### config.mk
export PLATFORM = sky130hd
export DESIGN_NAME = acr_control_reg
export DESIGN_NICKNAME = d
export VERILOG_FILES = /design/src/verilog/acr_pkg.sv /design/src/verilog/acr_control_reg.sv /design/src/verilog/acr_settle_timer.sv
export SDC_FILE = /design/constraint.sdc
export NUM_CORES = 1
export LEC_CHECK = 0
export BUFFER_PORTS_ARGS = -buffer_cell sky130_fd_sc_hd__buf_2
export CAP_MARGIN = 10
export CORE_MARGIN = 3
export CORE_UTILIZATION = 62
export CTS_CLUSTER_DIAMETER = 60
export DETAILED_ROUTE_END_ITERATION = 10
export GPL_TIMING_DRIVEN = 0
export PLACE_DENSITY = 0.82
export RECOVER_POWER = 25
export REMOVE_ABC_BUFFERS = 1
export SLEW_MARGIN = 40
export SYNTH_ARGS = -nofsm -noshare
export SYNTH_HDL_FRONTEND = slang
export SYNTH_SLANG_ARGS = --single-unit
### constraint.sdc
create_clock -name clk -period 3.6 [get_ports clk]
set_clock_uncertainty 0.05 [all_clocks]
set_input_delay 0.36 -clock clk [delete_from_list [all_inputs] [get_ports clk]]
set_output_delay 0.36 -clock clk [all_outputs]
set_load 0.01 [all_outputs]
### src/verilog/acr_pkg.sv
// Package with constants for the ADC control register write block
package acr_pkg;
	localparam int CTRL_WIDTH        = 6;
	localparam logic [5:0] CTRL_RESET = 6'h00;
	// Field positions, shifted in from the top bit down
	localparam int CHAN_BIT2_POS     = 5;
	localparam int CHAN_BIT1_POS     = 4;
	localparam int CHAN_BIT0_POS     = 3;
	localparam int SOFT_CONV_POS     = 2;
	localparam int SOFT_STBY_POS     = 1;
	localparam int FORMAT_POS        = 0;
	localparam logic [2:0] SERIAL_BITS = 3'h6;
	// Settling pulse after a write, in ns, and derived cycles at 125 MHz
	localparam int SETTLE_NS         = 400;
	localparam int CLK_PERIOD_NS     = 8;
	localparam int SETTLE_CYCLES     = (SETTLE_NS + CLK_PERIOD_NS - 1) / CLK_PERIOD_NS;
	typedef enum logic [1:0] {
		SER_IDLE  = 2'h0,
		SER_SHIFT = 2'h1,
		SER_DONE  = 2'h3
	} acr_ser_state_type;
endpackage

### src/verilog/acr_control_reg.sv
// Control register of the data acquisition converter, loaded in parallel or serially
//
// Behaviour
// - six-bit control register with channel, start, standby, format
// - parallel or serial write loads all six bits
// - register clears to zero at reset
// - short frame discards write, keeps old value
// - short frame with start bit set converts
// - bits captured on first six falling edges
// - later serial edges ignored while frame low
// - interface select high parallel, low serial
// - start bit set converts after settling pulse
`timescale 1ns/1ps
module acr_control_reg #(
	parameter int SETTLE_COUNT = acr_pkg::SETTLE_CYCLES
) (
	input  wire logic                            clk,
	input  wire logic                            nrst,
	input  wire logic                            parallelSelect,
	input  wire logic                            chipSelect_n,
	input  wire logic                            writeStrobe_n,
	input  wire logic [acr_pkg::CTRL_WIDTH-1:0] parallelData,
	input  wire logic                            serialClock,
	input  wire logic                            transmit_frame_sync_n,
	input  wire logic                            serialDataIn,
	output logic      [2:0]                      channelSel,
	output logic                                 soft_convert_bit,
	output logic                                 soft_standby_bit,
	output logic                                 formatBit,
	output logic                                 convertStart
);
	import acr_pkg::*;

	// Pin synchronisers: first stage is read only by the second, and no gate sits in front of them
	logic [5:0]            sync1_reg;
	logic [5:0]            sync2_reg;
	logic [CTRL_WIDTH-1:0] dataSync1_reg;
	logic [CTRL_WIDTH-1:0] dataSync2_reg;
	logic                  sclkPrev_reg;
	logic                  framePrev_reg;
	logic                  wrPrev_reg;

	// Control pins; reset to their idle levels so that no false edge follows reset
	always_ff @(posedge clk) begin
		if (!nrst) begin
			sync1_reg <= 6'h3F;
			sync2_reg <= 6'h3F;
		end else begin
			sync1_reg <= {parallelSelect, writeStrobe_n, chipSelect_n, serialClock, transmit_frame_sync_n,
				serialDataIn};
			sync2_reg <= sync1_reg;
		end
	end

	// Parallel data pins, delayed as much as the strobe so that data and strobe stay aligned
	always_ff @(posedge clk) begin
		if (!nrst) begin
			dataSync1_reg <= CTRL_RESET;
			dataSync2_reg <= CTRL_RESET;
		end else begin
			dataSync1_reg <= parallelData;
			dataSync2_reg <= dataSync1_reg;
		end
	end

	// Edge tests, shared by the serial clock, the frame and the write strobe
	function automatic logic fellEdge(input logic prevLevel, input logic nowLevel);
		return prevLevel && !nowLevel;
	endfunction

	function automatic logic roseEdge(input logic prevLevel, input logic nowLevel);
		return !prevLevel && nowLevel;
	endfunction

	wire modeParallel = sync2_reg[5];
	wire wrLevel_n    = sync2_reg[4] | sync2_reg[3]; // Strobe and select combined only after both are synchronised
	wire sclkLevel    = sync2_reg[2];
	wire frameLevel_n = sync2_reg[1];
	wire dinLevel     = sync2_reg[0];

	// Edge history of the synchronised levels
	always_ff @(posedge clk) begin
		if (!nrst) begin
			sclkPrev_reg  <= 1'b1;
			framePrev_reg <= 1'b1;
			wrPrev_reg    <= 1'b1;
		end else begin
			sclkPrev_reg  <= sclkLevel;
			framePrev_reg <= frameLevel_n;
			wrPrev_reg    <= wrLevel_n;
		end
	end

	wire sclkFall  = fellEdge(sclkPrev_reg, sclkLevel);
	wire frameFall = fellEdge(framePrev_reg, frameLevel_n);
	wire frameRise = roseEdge(framePrev_reg, frameLevel_n);
	wire wrRise    = roseEdge(wrPrev_reg, wrLevel_n);

	// Parallel data is followed while the synchronised strobe is low, so the value before the rise is kept
	// Limitation: the host must hold the data for the whole strobe and a few clocks after it
	logic [CTRL_WIDTH-1:0] parLatch_reg;
	always_ff @(posedge clk) begin
		if (!nrst) begin
			parLatch_reg <= CTRL_RESET;
		end else if (!wrLevel_n) begin
			parLatch_reg <= dataSync2_reg;
		end
	end

	// Serial frame state machine
	acr_ser_state_type     state_reg;
	acr_ser_state_type     state_next;
	logic [2:0]            bitCount_reg;
	logic [2:0]            bitCount_next;
	logic [CTRL_WIDTH-1:0] shift_reg;
	logic [CTRL_WIDTH-1:0] shift_next;
	logic                  serLoad;
	logic                  serAbort;

	always_comb begin
		state_next    = state_reg;
		bitCount_next = bitCount_reg;
		shift_next    = shift_reg;
		serLoad       = 1'b0;
		serAbort      = 1'b0;
		case (state_reg)
			SER_IDLE: begin
				if (!modeParallel && frameFall) begin
					state_next    = SER_SHIFT;
					bitCount_next = 3'h0;
				end
			end
			SER_SHIFT: begin
				if (modeParallel) begin
					state_next = SER_IDLE;
				end else if (frameRise) begin
					state_next = SER_IDLE;
					serAbort   = 1'b1;
				end else if (sclkFall) begin
					shift_next    = {shift_reg[CTRL_WIDTH-2:0], dinLevel};
					bitCount_next = bitCount_reg + 3'h1;
					if (bitCount_reg + 3'h1 == SERIAL_BITS) begin
						state_next = SER_DONE;
						serLoad    = 1'b1;
					end
				end
			end
			SER_DONE: begin
				if (frameRise) begin
					state_next = SER_IDLE;
				end
			end
			default: begin
				state_next = SER_IDLE;
			end
		endcase
	end

	always_ff @(posedge clk) begin
		if (!nrst) begin
			state_reg    <= SER_IDLE;
			bitCount_reg <= 3'h0;
			shift_reg    <= CTRL_RESET;
		end else begin
			state_reg    <= state_next;
			bitCount_reg <= bitCount_next;
			shift_reg    <= shift_next;
		end
	end

	// Register load selection by interface mode
	// Only one path can fire in a given mode, so the priority below never decides anything
	wire                  parLoad   = modeParallel && wrRise;
	wire [CTRL_WIDTH-1:0] serValue  = {shift_reg[CTRL_WIDTH-2:0], dinLevel};
	logic [CTRL_WIDTH-1:0] ctrl_reg;
	wire [CTRL_WIDTH-1:0] ctrl_next = parLoad ? parLatch_reg : (serLoad ? serValue : ctrl_reg);

	always_ff @(posedge clk) begin
		if (!nrst) begin
			ctrl_reg <= CTRL_RESET;
		end else begin
			ctrl_reg <= ctrl_next;
		end
	end

	// Settling pulse starts on any completed write, or an abort with start already set
	wire settleStart = parLoad || serLoad || (serAbort && ctrl_reg[SOFT_CONV_POS]);
	logic settleDone;
	acr_settle_timer #(
		.CYCLES(SETTLE_COUNT)
	) u_settle (
		.clk    (clk),
		.nrst   (nrst),
		.start  (settleStart),
		.expired(settleDone)
	);

	// Register outputs from flip-flops, loaded in the same cycle as the control register
	always_ff @(posedge clk) begin
		if (!nrst) begin
			channelSel       <= 3'h0;
			soft_convert_bit <= 1'b0;
			soft_standby_bit <= 1'b0;
			formatBit        <= 1'b0;
		end else begin
			channelSel       <= ctrl_next[CHAN_BIT2_POS:CHAN_BIT0_POS];
			soft_convert_bit <= ctrl_next[SOFT_CONV_POS];
			soft_standby_bit <= ctrl_next[SOFT_STBY_POS];
			formatBit        <= ctrl_next[FORMAT_POS];
		end
	end

	// Conversion pulse only if the start bit still holds when the settling pulse runs out
	always_ff @(posedge clk) begin
		if (!nrst) begin
			convertStart <= 1'b0;
		end else begin
			convertStart <= settleDone && ctrl_reg[SOFT_CONV_POS];
		end
	end
endmodule

### src/verilog/acr_settle_timer.sv
// Settling pulse timer whose expiry fires a conversion start when the start bit is set
`timescale 1ns/1ps
module acr_settle_timer #(
	parameter int CYCLES = 50
) (
	input  wire logic clk,
	input  wire logic nrst,
	input  wire logic start,
	output logic      expired
);
	logic [15:0] count_reg;
	logic [15:0] count_next;
	logic        expired_next;

	// Restart on every new write so the last write decides the hold moment
	assign count_next   = start ? 16'(CYCLES) : (count_reg != 16'h0000 ? count_reg - 16'h0001 : 16'h0000);
	assign expired_next = !start && (count_reg == 16'h0001);

	// Down counter and one-cycle expiry pulse
	always_ff @(posedge clk) begin
		if (!nrst) begin
			count_reg <= 16'h0000;
			expired   <= 1'b0;
		end else begin
			count_reg <= count_next;
			expired   <= expired_next;
		end
	end
endmodule

==> impl_metrics.xml <==
<?xml version="1.0" encoding="UTF-8"?>
<metrics>
  <group name="cells_and_area">
    <metric name="post-route-util" unit="%">75.8</metric>
    <metric name="drive_above_1_share" unit="%">16.2</metric>
    <metric name="antennaDiodeCount" unit="">0</metric>
    <metric name="finalNonFillerCells" unit="">332</metric>
    <metric name="nNetsFinal" unit="">298</metric>
    <metric name="number_of_flip_flops_in_the_largest_register" unit="">16</metric>
    <metric name="syn2layout_area_growth" unit="%">13.3</metric>
  </group>
  <group name="setup_path">
    <metric name="worst-path-max-fanout" unit="">38</metric>
    <metric name="setup.worst_path.end_class" unit="">flop</metric>
    <metric name="worst_ep_required_time" unit="ns">3.81</metric>
    <metric name="critical_path.startpoint_type" unit="">input pin</metric>
    <metric name="worstPathCellList" unit="">buf_2, clkinv_1, a41oi_1, o211ai_1, buf_4, a21oi_1</metric>
    <metric name="cp_slowest_cell" unit="">clkinv_1</metric>
    <metric name="timing.critical_path.slowest_cell_delay" unit="ns">0.63</metric>
    <metric name="r2r_setup_slack" unit="ns">1.43</metric>
    <metric name="setup.worst_path.class" unit="">input pin to flop</metric>
    <metric name="worstPathArrival" unit="ns">2.78</metric>
  </group>
  <group name="sta">
    <metric name="finalSetupViolCount" unit="">0</metric>
    <metric name="final.period_utilization" unit="%">71.4</metric>
    <metric name="max_slew.worst_pin.slew" unit="ns">0.698</metric>
    <metric name="max-slew-margin-rel" unit="%">53.3</metric>
    <metric name="rsz0062_at_grt" unit="">no</metric>
    <metric name="finalCriticalPeriod" unit="ns">2.57</metric>
    <metric name="fin_tns_setup" unit="ns">0</metric>
    <metric name="max_freq" unit="GHz">0.389</metric>
    <metric name="hold_violation_total_from_the_final_report" unit="">0</metric>
    <metric name="finalMaxSlewViolations" unit="">0</metric>
  </group>
  <group name="job">
    <metric name="timing.max_cap.violations" unit="">0</metric>
  </group>
  <group name="placed_design">
    <metric name="place_congestion" unit="">0.813</metric>
    <metric name="dpl.hpwl" unit="um">2790</metric>
    <metric name="placedCellCount" unit="">316</metric>
    <metric name="port_buffers" unit="">20</metric>
  </group>
  <group name="floorplan">
    <metric name="die_h" unit="um">70.0</metric>
    <metric name="core" unit="um2">3800</metric>
    <metric name="io_count" unit="">21</metric>
    <metric name="initial_utilization" unit="%">66.9</metric>
    <metric name="die_w" unit="um">70.0</metric>
    <metric name="design.die.area" unit="um2">4900</metric>
    <metric name="core.rowCount" unit="">22</metric>
  </group>
  <group name="synth">
    <metric name="synth.yosys.seq_area_share" unit="%">52.8</metric>
    <metric name="synth_top_cells_by_area" unit="">dfxtp_1, nor2_1, xor2_1</metric>
    <metric name="synthFlopType" unit="">dfxtp_1</metric>
    <metric name="ys_async_sr_fraction" unit="%">0</metric>
    <metric name="synth_edf_count" unit="">0</metric>
    <metric name="synthDistinctLibCells" unit="">50</metric>
    <metric name="synthesis.instances" unit="">259</metric>
    <metric name="synth.top_cells.by_count" unit="">dfxtp_1, nor2_1, nand2b_1, o21ai_0, nand2_1</metric>
    <metric name="mapped_area" unit="um2">2540</metric>
    <metric name="avgSynthCellArea" unit="um2">9.81</metric>
    <metric name="synth.largest_area_cell" unit="">dfxtp_1</metric>
    <metric name="yosys.cell_count.top_type" unit="">dfxtp_1</metric>
    <metric name="postSynthRegisterBits" unit="">67</metric>
    <metric name="yosysTopAreaCellShare" unit="%">52.8</metric>
    <metric name="ys_warn_count" unit="">0</metric>
  </group>
  <group name="grt">
    <metric name="grt_first_pass_wirelength" unit="um">7550</metric>
    <metric name="grt_antenna_before_repair" unit="">0</metric>
    <metric name="grtUsageTotal" unit="%">19.6</metric>
    <metric name="maximum_number_of_pins_on_one_net_before_global_route_repair" unit="">39</metric>
    <metric name="grt_pass1_vias" unit="">1703</metric>
    <metric name="grt.overflow.total" unit="">0</metric>
  </group>
  <group name="detailed_routing">
    <metric name="wl" unit="um">4420</metric>
    <metric name="detail_route.iter0.violations" unit="">77</metric>
    <metric name="drtAntennaViolNets" unit="">0</metric>
    <metric name="viasPerCell" unit="">5.38</metric>
    <metric name="drt_pre_antenna_iters" unit="">4</metric>
    <metric name="detail_route.wl_per_cell" unit="um">13.3</metric>
    <metric name="detailroute.via_count" unit="">1785</metric>
    <metric name="drc" unit="">0</metric>
  </group>
  <group name="clock_tree">
    <metric name="cts.reportedPaths.clkPinSlew" unit="ns">0.07</metric>
    <metric name="clock_net_sink_count" unit="">67</metric>
    <metric name="cts_resized" unit="">0</metric>
    <metric name="insertion_delay" unit="ns">0.33</metric>
    <metric name="postCtsSetupBuffers" unit="">0</metric>
    <metric name="cts_hold_buf" unit="">0</metric>
    <metric name="number_of_buffers_inserted_during_clock_tree_synthesis" unit="">9</metric>
    <metric name="clock-root-buffer" unit="">clkbuf_8</metric>
    <metric name="cts_buffer_depth" unit="">2</metric>
    <metric name="tritoncts" unit="">yes</metric>
    <metric name="cts.htree.levels" unit="">3</metric>
  </group>
  <group name="power_and_ir_drop">
    <metric name="power.density" unit="nW/um2">657</metric>
    <metric name="power.leakage" unit="uW">0.00116</metric>
    <metric name="peakVddDrop" unit="V">0.000479</metric>
  </group>
  <group name="hold_path">
    <metric name="timing.hold.worst.class" unit="">input pin to flop</metric>
  </group>
  <group name="outcome">
    <metric name="status" unit="">finished clean</metric>
  </group>
</metrics>
## per-stage QoR
step | area (um2) | hold slack, ns | setup slack, ns | total power (uW)
after global routing | 2880 | 0.142 | 0.796 | 2000
after detailed placement | 2660 | 0.344 | 0.698 | 1230
after CTS | 2870 | 0.137 | 1.02 | 1890
final | 2880 | 0.154 | 1.03 | 1890
after floorplan | 2480 | 0.336 | 1.39 | 1140
after global placement | 2640 | 0.338 | 0.760 | 1210
## layer usage
layer	up-vias	track usage (%)	wire, um
met5	-	0	0
met4	0	11.1	76
met3	6	6.19	140
met2	30	30.5	2090
met1	811	23.7	2110
li1	938	-	-
## worst max-delay path: cells and delay by family
kind                   cells  cell delay (ns)
buffers and inverters      3             1.35
AO/OA/AOI/OAI              3             1.05
## final timing paths
check / startpoint / end / cells after the start
worst max-delay path: nrst / u_settle.count_reg[3] / 6
worst min-delay path: transmit_frame_sync_n / sync1_reg[1] / 2
worst max register to register: u_settle.count_reg[0] / u_settle.count_reg[3] / 7
worst min register to register: sync1_reg[4] / sync2_reg[4] / 1
## area by class of cell
type,instances,area (um2)
Clock buffer,11,131
Clock inverter,5,77.6
Fill cell,272,918
Inverter,6,22.5
Multi-Input combinational cell,174,1140
Sequential cell,67,1340
Tap cell,48,60.1
Timing Repair Buffer,21,108
## power by group
part           switching, uW  internal, uW
sequential              72.3           809
clock                    265           388
combinational            195           161
total                    532          1360
## layout by cell type, fill, tap and decap left out, types with 6 or more instances in the layout
| master | instances |
|---|---|
| a21oi_1 | 11 |
| a211oi_1 | 6 |
| nand2b_1 | 15 |
| buf_2 | 20 |
| dfxtp_1 | 67 |
| clkbuf_8 | 9 |
| o21ai_0 | 15 |
| nor2_1 | 29 |
| and2_1 | 12 |
| nor4_1 | 7 |
| nand2_1 | 13 |
| xor2_1 | 11 |
## logic make-up (layout without fill, tap and decap cells)
group / Yosys count / after routing / synth area share, %
adders and majority gates: 5 / 5 / 2.46
and+or+nand+nor: 105 / 105 / 23.4
DFF: 67 / 67 / 52.8
muxes: 5 / 5 / 1.97
AOI/OAI and AO/OA: 46 / 46 / 11.6
xor gates and xnor gates: 13 / 13 / 4.48
buffers and inverters: 18 / 43 / 3.35
Power figures use the tool's default switching activity.
